<file path="src/rtl/gtu_pkg.sv">
/*
  shared constants and carriers of the general timer unit: register map,
  control field positions, timer indices, pin and output bundles.
  assumes a 32-bit apb register bus with word-aligned registers.
*/
package gtu_pkg;
  // byte offsets
  localparam logic [11:0] OFF_CTL0   = 12'h000; // five control words, one per timer
  localparam logic [11:0] OFF_CNT0   = 12'h014; // five count words, one per timer
  localparam logic [11:0] OFF_CAPTURE_RELOAD_REG = 12'h028;
  localparam logic [11:0] OFF_CAPCFG = 12'h02C;
  localparam logic [11:0] OFF_FLAGS  = 12'h030;
  localparam logic [11:0] OFF_LAST   = 12'h030;

  // timer indices
  localparam int IDX_A    = 0;
  localparam int IDX_CORE = 1;
  localparam int IDX_B    = 2;
  localparam int IDX_MEAS = 3;
  localparam int IDX_BASE = 4;
  localparam int NTIM     = 5;

  // control word fields
  localparam int F_MODE  = 0;  // 2 bits
  localparam int F_RUN   = 2;
  localparam int F_DOWN  = 3;
  localparam int F_EXTDIR = 4;
  localparam int F_PRE   = 5;  // 3 bits, prescale exponent
  localparam int F_ROLE  = 8;  // 2 bits, aux timers only
  localparam int F_LATCLK = 10;
  localparam int F_RISE  = 11; // pin rising edge counts/triggers
  localparam int F_FALL  = 12;
  localparam int F_OE    = 13; // toggle latch drives its pin
  localparam int F_GATE  = 14; // active gate level
  localparam int F_LRISE = 15; // reload on latch rising
  localparam int F_LFALL = 16; // reload on latch falling
  localparam int CTL_W   = 17;
  localparam logic [CTL_W-1:0] CTL_RST = 17'h00000;

  localparam logic [1:0] MODE_TIMER   = 2'h0;
  localparam logic [1:0] MODE_GATED   = 2'h1;
  localparam logic [1:0] MODE_COUNTER = 2'h2;
  localparam logic [1:0] MODE_INCR    = 2'h3;
  localparam logic [1:0] ROLE_NONE    = 2'h0;
  localparam logic [1:0] ROLE_CAPTURE = 2'h1;
  localparam logic [1:0] ROLE_RELOAD  = 2'h2;

  // capture config fields
  localparam int C_RISE = 0;
  localparam int C_FALL = 1;
  localparam int C_PIN  = 2;
  localparam int C_CIN  = 3;
  localparam int C_CDIR = 4;
  localparam int C_CLR  = 5;
  localparam int C_RLD  = 6;
  localparam int CFG_W  = 7;
  localparam logic [CFG_W-1:0] CFG_RST = 7'h00;

  // module one steps every 4 clocks at best, module two every 2
  localparam int SH_ONE = 2;
  localparam int SH_TWO = 1;
  localparam int NFLAG  = 6;

  typedef struct packed {
    logic [4:0] tin;    // timer_input_pin per timer
    logic [4:0] eud;    // direction_input_pin per timer
    logic       capture_input_pin;  // capture_input_pin
  } gtu_pins_t;

  typedef struct packed {
    logic             core_toggle_pin;
    logic             base_toggle_pin;
    logic             base_ovf;  // clock pulse for the compare_array_timers
    logic [NFLAG-1:0] req;       // request flags
  } gtu_out_t;
endpackage

</file>
<file path="src/rtl/gtu_top.sv">
/*
  general_timer_unit: module_one (aux_timer_a, core_timer, aux_timer_b) and
  module_two (measure_timer, base_timer, capture_reload_reg) behind apb.
  assumes pins are asynchronous to clk_sys and are synchronised here.
*/
// Chosen here: the placing of the registers and register access over APB.
// Function
// five 16-bit timers, chainable within module
// module one: timer, gated, counter, incremental
// timer mode counts prescaled system clock
// counter mode counts input pin events
// gated mode counts only at gate level
// module one resolution four clocks
// direction from software or direction pin
// incremental mode decodes quadrature A and B
// core overflow toggles latch; latch clocks aux
// aux as capture/reload stops counting
// aux capture copies core on pin trigger
// aux reload loads core on pin/latch edge
// alternating reloads give continuous pwm
// module two resolution two clocks
// module two prescaled or external clocking
// base overflow toggles latch; clocks measure timer
// base overflow clocks compare array, reloads
// capture measure timer on capture_input_pin, optional clear
// capture also from core input/direction pins
// overflow and capture request flags
`timescale 1ns/1ns
module gtu_top #(
  parameter int TW = 16,
  parameter int PW = 12
) (
  input  wire logic               clk_sys,
  input  wire logic               resetn,
  input  wire logic               psel,
  input  wire logic               penable,
  input  wire logic               pwrite,
  input  wire logic [11:0]        paddr,
  input  wire logic [31:0]        pwdata,
  output logic      [31:0]        prdata,
  output logic                    pready,
  output logic                    pslverr,
  input  gtu_pkg::gtu_pins_t      pins,
  output gtu_pkg::gtu_out_t       outs
);
  import gtu_pkg::*;

  if (TW < 2 || TW > 32) begin : g_chk_tw
    $error("gtu_top: TW must be 2..32");
  end
  if (PW < 10) begin : g_chk_pw
    $error("gtu_top: PW must be at least 10");
  end
  if (NTIM != 5 || NFLAG != NTIM + 1) begin : g_chk_map
    $error("gtu_top: package map must hold five timers and six flags");
  end
  if (CTL_W > 32 || CFG_W > 32) begin : g_chk_fields
    $error("gtu_top: control fields must fit one bus word");
  end
  if (int'(OFF_LAST) > 60) begin : g_chk_span
    $error("gtu_top: register map must fit a four-bit word index");
  end
  if (SH_ONE < 1 || SH_TWO < 1) begin : g_chk_sh
    $error("gtu_top: prescaler taps must be at least one bit");
  end

  // two-stage synchroniser, third stage only for edge detection
  gtu_pins_t s1_q, s2_q, s3_q;
  always_ff @(posedge clk_sys or negedge resetn) begin
    if (!resetn) begin
      s1_q <= '0;
      s2_q <= '0;
    end else begin
      s1_q <= pins;
      s2_q <= s1_q;
    end
  end

  // old value for edge detection, kept apart from the synchroniser pair
  always_ff @(posedge clk_sys or negedge resetn) begin
    if (!resetn) begin
      s3_q <= '0;
    end else begin
      s3_q <= s2_q;
    end
  end

  function automatic logic rise_of(input logic now, input logic old);
    return now & ~old;
  endfunction

  function automatic logic fall_of(input logic now, input logic old);
    return ~now & old;
  endfunction

  logic [4:0] tin_r, tin_f, eud_e;
  for (genvar e = 0; e < 5; e++) begin : g_edge
    assign tin_r[e] = rise_of(s2_q.tin[e], s3_q.tin[e]);
    assign tin_f[e] = fall_of(s2_q.tin[e], s3_q.tin[e]);
    assign eud_e[e] = rise_of(s2_q.eud[e], s3_q.eud[e]) | fall_of(s2_q.eud[e], s3_q.eud[e]);
  end
  wire       cap_r = rise_of(s2_q.capture_input_pin, s3_q.capture_input_pin);
  wire       cap_f = fall_of(s2_q.capture_input_pin, s3_q.capture_input_pin);

  // registers
  logic [CTL_W-1:0] ctl_q [NTIM];
  logic [TW-1:0]    cnt_q [NTIM];
  logic [TW-1:0]    cnt_d [NTIM];
  logic [TW-1:0]    capture_reload_reg_q, capture_reload_reg_d;
  logic [CFG_W-1:0] cfg_q;
  logic [NFLAG-1:0] flag_q, flag_d;
  logic             core_lat_q, base_lat_q, base_ovf_q;
  logic [PW-1:0]    pre_q;
  logic [31:0]      prdata_q;

  function automatic logic pre_hit(input logic [PW-1:0] c, input logic [2:0] p, input int sh);
    logic [PW-1:0] m;
    m = (PW'(1) << (int'(p) + sh)) - PW'(1);
    return (c & m) == m;
  endfunction

  // per-timer tick, direction and overflow
  logic [NTIM-1:0] tick, down, ovf, pin_ev;
  logic [TW-1:0]   step [NTIM];

  for (genvar i = 0; i < NTIM; i++) begin : g_tim
    localparam int SH = (i < 3) ? SH_ONE : SH_TWO;
    wire [1:0] mode   = ctl_q[i][F_MODE+:2];
    wire [1:0] role   = (i == IDX_A || i == IDX_B) ? ctl_q[i][F_ROLE+:2] : ROLE_NONE;
    wire       pre_ev = pre_hit(pre_q, ctl_q[i][F_PRE+:3], SH);
    // counting the partner's wraps chains two timers into one wide count
    wire       lat_ev = (i == IDX_A || i == IDX_B) ? ovf[IDX_CORE] :
                        (i == IDX_MEAS) ? ovf[IDX_BASE] : 1'b0;
    // gate is read after the synchroniser, so it acts two clocks late
    wire       gate_ok = s2_q.tin[i] == ctl_q[i][F_GATE];
    wire       a_ev   = tin_r[i] | tin_f[i];
    wire       quad_ev = a_ev | eud_e[i];
    wire       quad_dn = a_ev ? (s2_q.tin[i] == s2_q.eud[i]) : (s2_q.tin[i] != s2_q.eud[i]);
    assign pin_ev[i] = (ctl_q[i][F_RISE] & tin_r[i]) | (ctl_q[i][F_FALL] & tin_f[i]);
    wire       cnt_ev = ctl_q[i][F_LATCLK] ? lat_ev : pin_ev[i];
    // one-hot view of the mode field keeps the event select a plain and-or
    wire       is_tim  = mode == MODE_TIMER;
    wire       is_gat  = mode == MODE_GATED;
    wire       is_cnt  = mode == MODE_COUNTER;
    wire       is_inc  = mode == MODE_INCR;
    wire       mode_ev = (is_tim & pre_ev) |
                         (is_gat & pre_ev & gate_ok) |
                         (is_cnt & cnt_ev) |
                         (is_inc & quad_ev);
    // capture/reload role freezes the aux timer
    assign tick[i] = ctl_q[i][F_RUN] & (role == ROLE_NONE) & mode_ev;
    assign down[i] = (mode == MODE_INCR) ? quad_dn :
                     ctl_q[i][F_EXTDIR] ? s2_q.eud[i] : ctl_q[i][F_DOWN];
    // wrap is taken at the count extreme of the current direction
    assign ovf[i]  = tick[i] & (down[i] ? (cnt_q[i] == '0) : (cnt_q[i] == '1));
    assign step[i] = down[i] ? cnt_q[i] - TW'(1) : cnt_q[i] + TW'(1);
  end

  // module one interplay
  wire lat_rise = ovf[IDX_CORE] & ~core_lat_q;
  wire lat_fall = ovf[IDX_CORE] & core_lat_q;
  logic [NTIM-1:0] rld, cap;
  for (genvar j = 0; j < NTIM; j += 2) begin : g_aux
    if (j == IDX_A || j == IDX_B) begin : g_is_aux
      wire [1:0] role = ctl_q[j][F_ROLE+:2];
      wire       by_pin  = pin_ev[j];
      wire       by_rise = ctl_q[j][F_LRISE] & lat_rise;
      wire       by_fall = ctl_q[j][F_LFALL] & lat_fall;
      assign rld[j] = (role == ROLE_RELOAD) & (by_pin | by_rise | by_fall);
      assign cap[j] = (role == ROLE_CAPTURE) & pin_ev[j];
    end else begin : g_not_aux
      assign rld[j] = 1'b0;
      assign cap[j] = 1'b0;
    end
  end
  assign rld[1] = 1'b0;
  assign rld[3] = 1'b0;
  assign cap[1] = 1'b0;
  assign cap[3] = 1'b0;

  // module two capture trigger
  wire capture_input_pin_edge = (cfg_q[C_RISE] & cap_r) | (cfg_q[C_FALL] & cap_f);
  wire cap_by_pin = cfg_q[C_PIN] & capture_input_pin_edge;
  wire cap_by_tin = cfg_q[C_CIN] & (tin_r[IDX_CORE] | tin_f[IDX_CORE]);
  wire cap_by_eud = cfg_q[C_CDIR] & eud_e[IDX_CORE];
  wire cap_ev     = cap_by_pin | cap_by_tin | cap_by_eud;
  // the reload replaces the wrapped value, so the base period is software's
  wire base_rld = ovf[IDX_BASE] & cfg_q[C_RLD];

  // reload priority: aux_timer_a before aux_timer_b, both before counting
  wire [TW-1:0] run_a    = tick[IDX_A] ? step[IDX_A] : cnt_q[IDX_A];
  wire [TW-1:0] run_b    = tick[IDX_B] ? step[IDX_B] : cnt_q[IDX_B];
  wire [TW-1:0] run_core = tick[IDX_CORE] ? step[IDX_CORE] : cnt_q[IDX_CORE];
  wire [TW-1:0] rld_core = rld[IDX_A] ? cnt_q[IDX_A] : cnt_q[IDX_B];
  wire          core_rld = rld[IDX_A] | rld[IDX_B];
  wire [TW-1:0] run_meas = tick[IDX_MEAS] ? step[IDX_MEAS] : cnt_q[IDX_MEAS];
  wire          meas_clr = cap_ev & cfg_q[C_CLR];
  wire [TW-1:0] run_base = tick[IDX_BASE] ? step[IDX_BASE] : cnt_q[IDX_BASE];

  // an aux timer in capture role is frozen, so only the capture moves it
  assign cnt_d[IDX_A]    = cap[IDX_A] ? cnt_q[IDX_CORE] : run_a;
  assign cnt_d[IDX_B]    = cap[IDX_B] ? cnt_q[IDX_CORE] : run_b;
  // reload lands on the wrap edge, keeping every pwm period exact
  assign cnt_d[IDX_CORE] = core_rld ? rld_core : run_core;
  assign cnt_d[IDX_MEAS] = meas_clr ? '0 : run_meas;
  assign cnt_d[IDX_BASE] = base_rld ? capture_reload_reg_q : run_base;

  function automatic logic word_is(input logic [3:0] at, input logic [3:0] want);
    return at == want;
  endfunction

  // apb decode; a refused word still finishes in one cycle
  wire        acc   = psel & penable;
  wire        wr    = acc & pwrite;
  wire [3:0]  idx   = paddr[5:2];
  wire        hit   = (paddr[1:0] == 2'h0) && (paddr <= OFF_LAST);
  wire [3:0]  i_cnt = 4'(OFF_CNT0 >> 2);
  wire [3:0]  i_cap = 4'(OFF_CAPTURE_RELOAD_REG >> 2);
  wire [3:0]  i_cfg = 4'(OFF_CAPCFG >> 2);
  wire [3:0]  i_flg = 4'(OFF_FLAGS >> 2);
  wire        wr_cap = wr & hit & word_is(idx, i_cap);
  wire        wr_cfg = wr & hit & word_is(idx, i_cfg);
  wire        wr_flg = wr & hit & word_is(idx, i_flg);

  // hardware capture wins over a software write in the same cycle
  wire [TW-1:0]    cap_src   = cnt_q[IDX_MEAS];
  wire [TW-1:0]    sw_cap    = pwdata[TW-1:0];
  assign capture_reload_reg_d = cap_ev ? cap_src : wr_cap ? sw_cap : capture_reload_reg_q;
  // set wins over write-one-to-clear, so a wrap in the clearing cycle is kept
  wire [NFLAG-1:0] flag_set  = {cap_ev, ovf};
  wire [NFLAG-1:0] flag_clr  = wr_flg ? pwdata[NFLAG-1:0] : '0;
  wire [NFLAG-1:0] flag_keep = flag_q & ~flag_clr;
  assign flag_d = flag_keep | flag_set;

  // word select per region; upper bits of narrower fields read zero
  wire        in_ctl  = idx < i_cnt;
  wire        in_cnt  = (idx >= i_cnt) && (idx < i_cap);
  wire [2:0]  ctl_sel = idx[2:0];
  wire [3:0]  cnt_off = idx - i_cnt;
  wire [2:0]  cnt_sel = cnt_off[2:0];
  wire [31:0] rd_ctl  = 32'(ctl_q[ctl_sel]);
  wire [31:0] rd_cnt  = 32'(cnt_q[cnt_sel]);
  wire [31:0] rd_cap  = 32'(capture_reload_reg_q);
  wire [31:0] rd_cfg  = 32'(cfg_q);
  wire [31:0] rd_flg  = 32'(flag_q);

  logic [31:0] rd_mux;
  always_comb begin
    rd_mux = 32'h0000_0000;
    if (in_ctl) begin
      rd_mux = rd_ctl;
    end else if (in_cnt) begin
      rd_mux = rd_cnt;
    end else begin
      case (idx)
        i_cap: begin
          rd_mux = rd_cap;
        end
        i_cfg: begin
          rd_mux = rd_cfg;
        end
        i_flg: begin
          rd_mux = rd_flg;
        end
        default: begin
          rd_mux = 32'h0000_0000;
        end
      endcase
    end
  end

  // read data captured in the setup phase, so prdata is a flop and pready can stay high
  always_ff @(posedge clk_sys or negedge resetn) begin
    if (!resetn) begin
      prdata_q <= 32'h0000_0000;
    end else if (psel && !penable && !pwrite) begin
      prdata_q <= hit ? rd_mux : 32'h0000_0000;
    end
  end

  // one free-running prescaler for all timers: a new prescale acts without restart
  always_ff @(posedge clk_sys or negedge resetn) begin
    if (!resetn) begin
      pre_q <= '0;
    end else begin
      pre_q <= pre_q + PW'(1);
    end
  end

  for (genvar k = 0; k < NTIM; k++) begin : g_regs
    wire wr_ctl = wr & hit & (idx == 4'(k));
    wire wr_cnt = wr & hit & (idx == 4'(k) + i_cnt);
    always_ff @(posedge clk_sys or negedge resetn) begin
      if (!resetn) begin
        ctl_q[k] <= CTL_RST;
      end else if (wr_ctl) begin
        ctl_q[k] <= pwdata[CTL_W-1:0];
      end
    end
    // a software count write wins over whatever the timer does that cycle
    always_ff @(posedge clk_sys or negedge resetn) begin
      if (!resetn) begin
        cnt_q[k] <= '0;
      end else begin
        cnt_q[k] <= wr_cnt ? pwdata[TW-1:0] : cnt_d[k];
      end
    end
  end

  always_ff @(posedge clk_sys or negedge resetn) begin
    if (!resetn) begin
      capture_reload_reg_q <= '0;
    end else begin
      capture_reload_reg_q <= capture_reload_reg_d;
    end
  end

  always_ff @(posedge clk_sys or negedge resetn) begin
    if (!resetn) begin
      flag_q <= '0;
    end else begin
      flag_q <= flag_d;
    end
  end

  always_ff @(posedge clk_sys or negedge resetn) begin
    if (!resetn) begin
      cfg_q <= CFG_RST;
    end else if (wr_cfg) begin
      cfg_q <= pwdata[CFG_W-1:0];
    end
  end

  // latches flip on the wrap edge, the same edge that sets the request flag
  always_ff @(posedge clk_sys or negedge resetn) begin
    if (!resetn) begin
      core_lat_q <= 1'b0;
      base_lat_q <= 1'b0;
    end else begin
      core_lat_q <= core_lat_q ^ ovf[IDX_CORE];
      base_lat_q <= base_lat_q ^ ovf[IDX_BASE];
    end
  end

  // one clock late, but a clean flop output for the compare array clock
  always_ff @(posedge clk_sys or negedge resetn) begin
    if (!resetn) begin
      base_ovf_q <= 1'b0;
    end else begin
      base_ovf_q <= ovf[IDX_BASE];
    end
  end

  // no wait states: every register answers in the access cycle
  assign prdata  = prdata_q;
  assign pready  = 1'b1;
  assign pslverr = acc & ~hit;

  // a disabled toggle pin reads low while its latch keeps running
  assign outs.core_toggle_pin = core_lat_q & ctl_q[IDX_CORE][F_OE];
  assign outs.base_toggle_pin = base_lat_q & ctl_q[IDX_BASE][F_OE];
  assign outs.base_ovf        = base_ovf_q;
  assign outs.req             = flag_q;
endmodule // gtu_top

</file>
<file path="config.mk">
export PLATFORM = sky130hd
export DESIGN_NAME = gtu_top
export DESIGN_NICKNAME = d
export VERILOG_FILES = /design/src/rtl/gtu_pkg.sv /design/src/rtl/gtu_top.sv
export SDC_FILE = /design/constraint.sdc
export NUM_CORES = 1
export LEC_CHECK = 0
export BUFFER_PORTS_ARGS = -buffer_cell sky130_fd_sc_hd__buf_2
export CELL_PAD_IN_SITES_DETAIL_PLACEMENT = 0
export CELL_PAD_IN_SITES_GLOBAL_PLACEMENT = 2
export CORE_UTILIZATION = 25
export DETAILED_ROUTE_END_ITERATION = 10
export GPL_ROUTABILITY_DRIVEN = 1
export PLACE_DENSITY = 0.6
export SETUP_SLACK_MARGIN = 0.3
export SLEW_MARGIN = 0
export SYNTH_ARGS = -nofsm -noshare
export SYNTH_HDL_FRONTEND = slang
export SYNTH_SLANG_ARGS = --single-unit
</file>
<file path="constraint.sdc">
create_clock -name clk_sys -period 7.3 [get_ports clk_sys]
set_input_delay 1.095 -clock clk_sys [delete_from_list [all_inputs] [get_ports clk_sys]]
set_output_delay 1.095 -clock clk_sys [all_outputs]
set_load 0.01 [all_outputs]
</file>
==> key figures <==
Synth
  • Cell Area, Synth: roughly 18000 sq um
  • Synth Area per Inst: 9.45 sq um
  • Ys async rst share: 100%
  • EDFF count, synth: 0
  • Syn Inst Count: around 2.0k
  • Ys flop type: dfrtp_1
  • Post-synthesis cell type count: 99
  • Seq/Total Area, Yosys: 35.0%
  • Synth Register Bits: around 260
  • Synth Warn #: 0

Timing
  • # setup viols final: 0
  • Post-route minimum period: ~4.8 ns
  • WHS: between 0.3 and 0.4 ns
  • Worst-margin pin slew: about 1.4 ns
  • Period utilisation layout: about two thirds
  • Final Hold Fails: 0
  • Worst relative slew slack: 4.46%
  • Fmax: between 200 and 250 MHz
  • Pins over their slew limit: 0
  • RSZ-0062 raised after global routing: no
  • Clk_skew: around 0.024 ns
  • Worst setup margin: 2.46 ns
  • Setup tns final: 0 ns

CTS
  • Cts-stage hold buffer count: 0
  • Clk buf depth: 3
  • CTS tree: built
  • Post-cts sizing count: 0
  • CTS Sinks: between 200 and 300
  • CTS clk-pin slew, worst paths: around 0.050 ns
  • Cts bufs inserted: 37
  • Clk root buf: clkbuf_16
  • Setup Buffers After CTS: 0
  • Worst-Skew Late Latency: roughly 0.57 ns
  • Total number of H-tree levels: 2

Critical path
  • Worst setup endpoint: cnt_q[55]
  • RR Startpoint: ctl_q[57]
  • Worst path arrival time: 5.28 ns
  • CP endpoint kind: register
  • R2r worst-path depth: 16
  • CP max FO: 14
  • Critical path origin: ctl_q[57]
  • Critical Path Source Type: register
  • R2r endpoint: cnt_q[55]
  • Reg-to-reg slack, setup: about 2.5 ns
  • CP required: approximately 7.7 ns
  • Critical path type: reg2reg

Global routing
  • First-pass GRT wire length: approximately 110000 microns
  • Number of global-route vias before repair: 15.2k
  • Largest net degree at the start of global routing: approximately 110
  • All-Layer GR Usage: a little under a fifth
  • Remaining global-route overflow: 0
  • Initial antenna violation count: 1

Floorplan
  • Die W: around 270 microns
  • Initial core utilization: approximately 25%
  • Die ar.: around 75000 sq um
  • Core footprint: about 73000 sq um
  • Rows: 99
  • I/O Pins: roughly 100
  • Die height: between 200 and 300 microns

Flow run
  • Max-Cap Viols: 0

Final layout
  • Layout cells sized above 1: between 10% and 20%
  • Area Growth Syn to Fin: 13.8%
  • Post-Layout Cell Count: between 2k and 3k
  • Fin nets: 2145

Place
  • DP Worst Slack: 2.23 ns
  • Port-buffer cells: between 70 and 80
  • HPWL Detailed: around 50000 microns
  • Inst Count DP: 2891
  • Placer Congestion: roughly 0.85

Routing
  • WL/cell: 24.3 microns
  • First-pass detailed-route iteration total: 8
  • Detailed-route wire length: approximately 72000 microns
  • Drt drc: 40
  • Vias after detailed routing: 15.8k
  • Iteration-0 DRC Markers: 1189
  • Drt via density: 5.33
  • Post-DRT Antenna Nets: 0

Power and ir drop
  • Leakage: ~9 nW
  • Worst IR drop on VDD: 126 uV
  • Pwr Density: 180 nW/um^2
  • Power consumption: around 3.8 mW

Min path
  • Worst min path class: reg2reg

Run status
  • Violated checks: design-rule violations
  • Outcome: complete, but fails checks
[cells in the mapped netlist, drive strengths merged, types with 19 or more instances]
cell type	count	area [sq um]
dfrtp	259	6480
nand2	194	736
o21ai	153	769
nor2	134	508
a21oi	117	589
ha	109	1360
mux2	93	1050
clkbuf	82	309
inv	61	229
xnor2	60	526
mux2i	50	513
buf	47	308
nor3	42	220
xor2	39	342
nor4	36	240
mux4	34	766
a221oi	33	289
nand3	28	140
nand4	27	169
a21o	23	173
a22o	20	184
a22oi	19	143
and3	19	119
o211ai	19	143
[routing by layer]
layer / wire length [microns] / global-route usage (%) / vias to the layer above
met1: 34500 / 27.5 / 7907
met4: 1960 / 5.57 / 2
met5: 13 / 0 / -
li1: - / - / 7302
met3: 3550 / 2.66 / 93
met2: 31800 / 29.2 / 457
[layout make-up]
cell class                 count  area (sq um)
antenna                        2          5.00
clock inverter                19           330
fill                        7713         52000
timing repair buffer          89           513
inverter                      61           229
sequential                   259          6480
multi-input combinational   1523         11300
tap                          959          1200
clock buffer                  47          1030
[worst max-delay path: stages (launching register included)]
cell and delay (ns):
dfrtp_1 0.54, inv_1 0.14, ha_1 0.42, o21ba_1 0.23, a2111oi_2 0.31, o2111ai_1 0.20
nor4_4 0.45, o21ba_4 0.25, ha_1 0.18, a22oi_1 0.11, nand2_1 0.10, nand3b_1 0.51
nand2_1 0.45, nor3_1 0.08, buf_4 0.23, a2111oi_0 0.42, nor2_1 0.09
[how the worst min path moves through the flow]
stage | start | endpoint | slack, ns | cells past startpoint
after floorplan | s1_q[0] | s2_q[0] | 0.33 | 0
final | s1_q[0] | s2_q[0] | 0.35 | 0
after detailed placement | s1_q[4] | s2_q[4] | 0.33 | 0
after global routing | s1_q[2] | s2_q[2] | 0.37 | 0
after CTS | s1_q[7] | s2_q[7] | 0.35 | 0
after global placement | s1_q[2] | s2_q[2] | 0.33 | 0
[logic make-up after synthesis]
group / share of synthesized area (%)
fa+ha+maj: 7.91
simple gates: 14.8
other cells: 0.0406
compound gates: 20.2
xor+xnor: 4.81
buf+inv: 4.57
flops: 35.0
mux: 12.6
[flip-flops by register name, indices dropped and copies added, names as in the netlist]
register and count:
s2_q 11, s3_q 11, core_lat_q 1, flag_q 6, cnt_q 64, cap_src 16
s1_q 11, ctl_q 85, prdata 17, cfg_q 7, pre_q 12, base_ovf_q 1
base_lat_q 1, capture_reload_reg_q 16
[cells in the final DEF, fill, tap and decap left out, types with 33 or more instances in the layout]
master,Yosys,final
mux4_2,34,34
ha_1,109,109
dfrtp_1,259,259
buf_2,23,70
xor2_1,39,39
nor3_1,40,38
xnor2_1,60,60
o21ai_0,148,148
a21oi_1,116,116
a221oi_1,33,33
mux2_2,92,92
inv_1,61,61
clkbuf_16,0,37
nand2_1,193,193
nor2_1,132,132
nor4_1,35,35
mux2i_1,49,49
[per-stage QoR]
step,utilization [%],instance area [sq um]
after floorplan,-,18600
after global placement,26.9,19700
after detailed placement,26.9,19700
after CTS,28.8,21100
after global routing,28.8,21100
final,28.8,21100
[power by group]
group	internal (mW)	switching, mW	total [mW]
combinational	0.0799	0.186	0.266
clock	1.29	0.758	2.05
sequential	1.45	0.0294	1.48
Note: power is estimated with default switching activity, not from simulation.
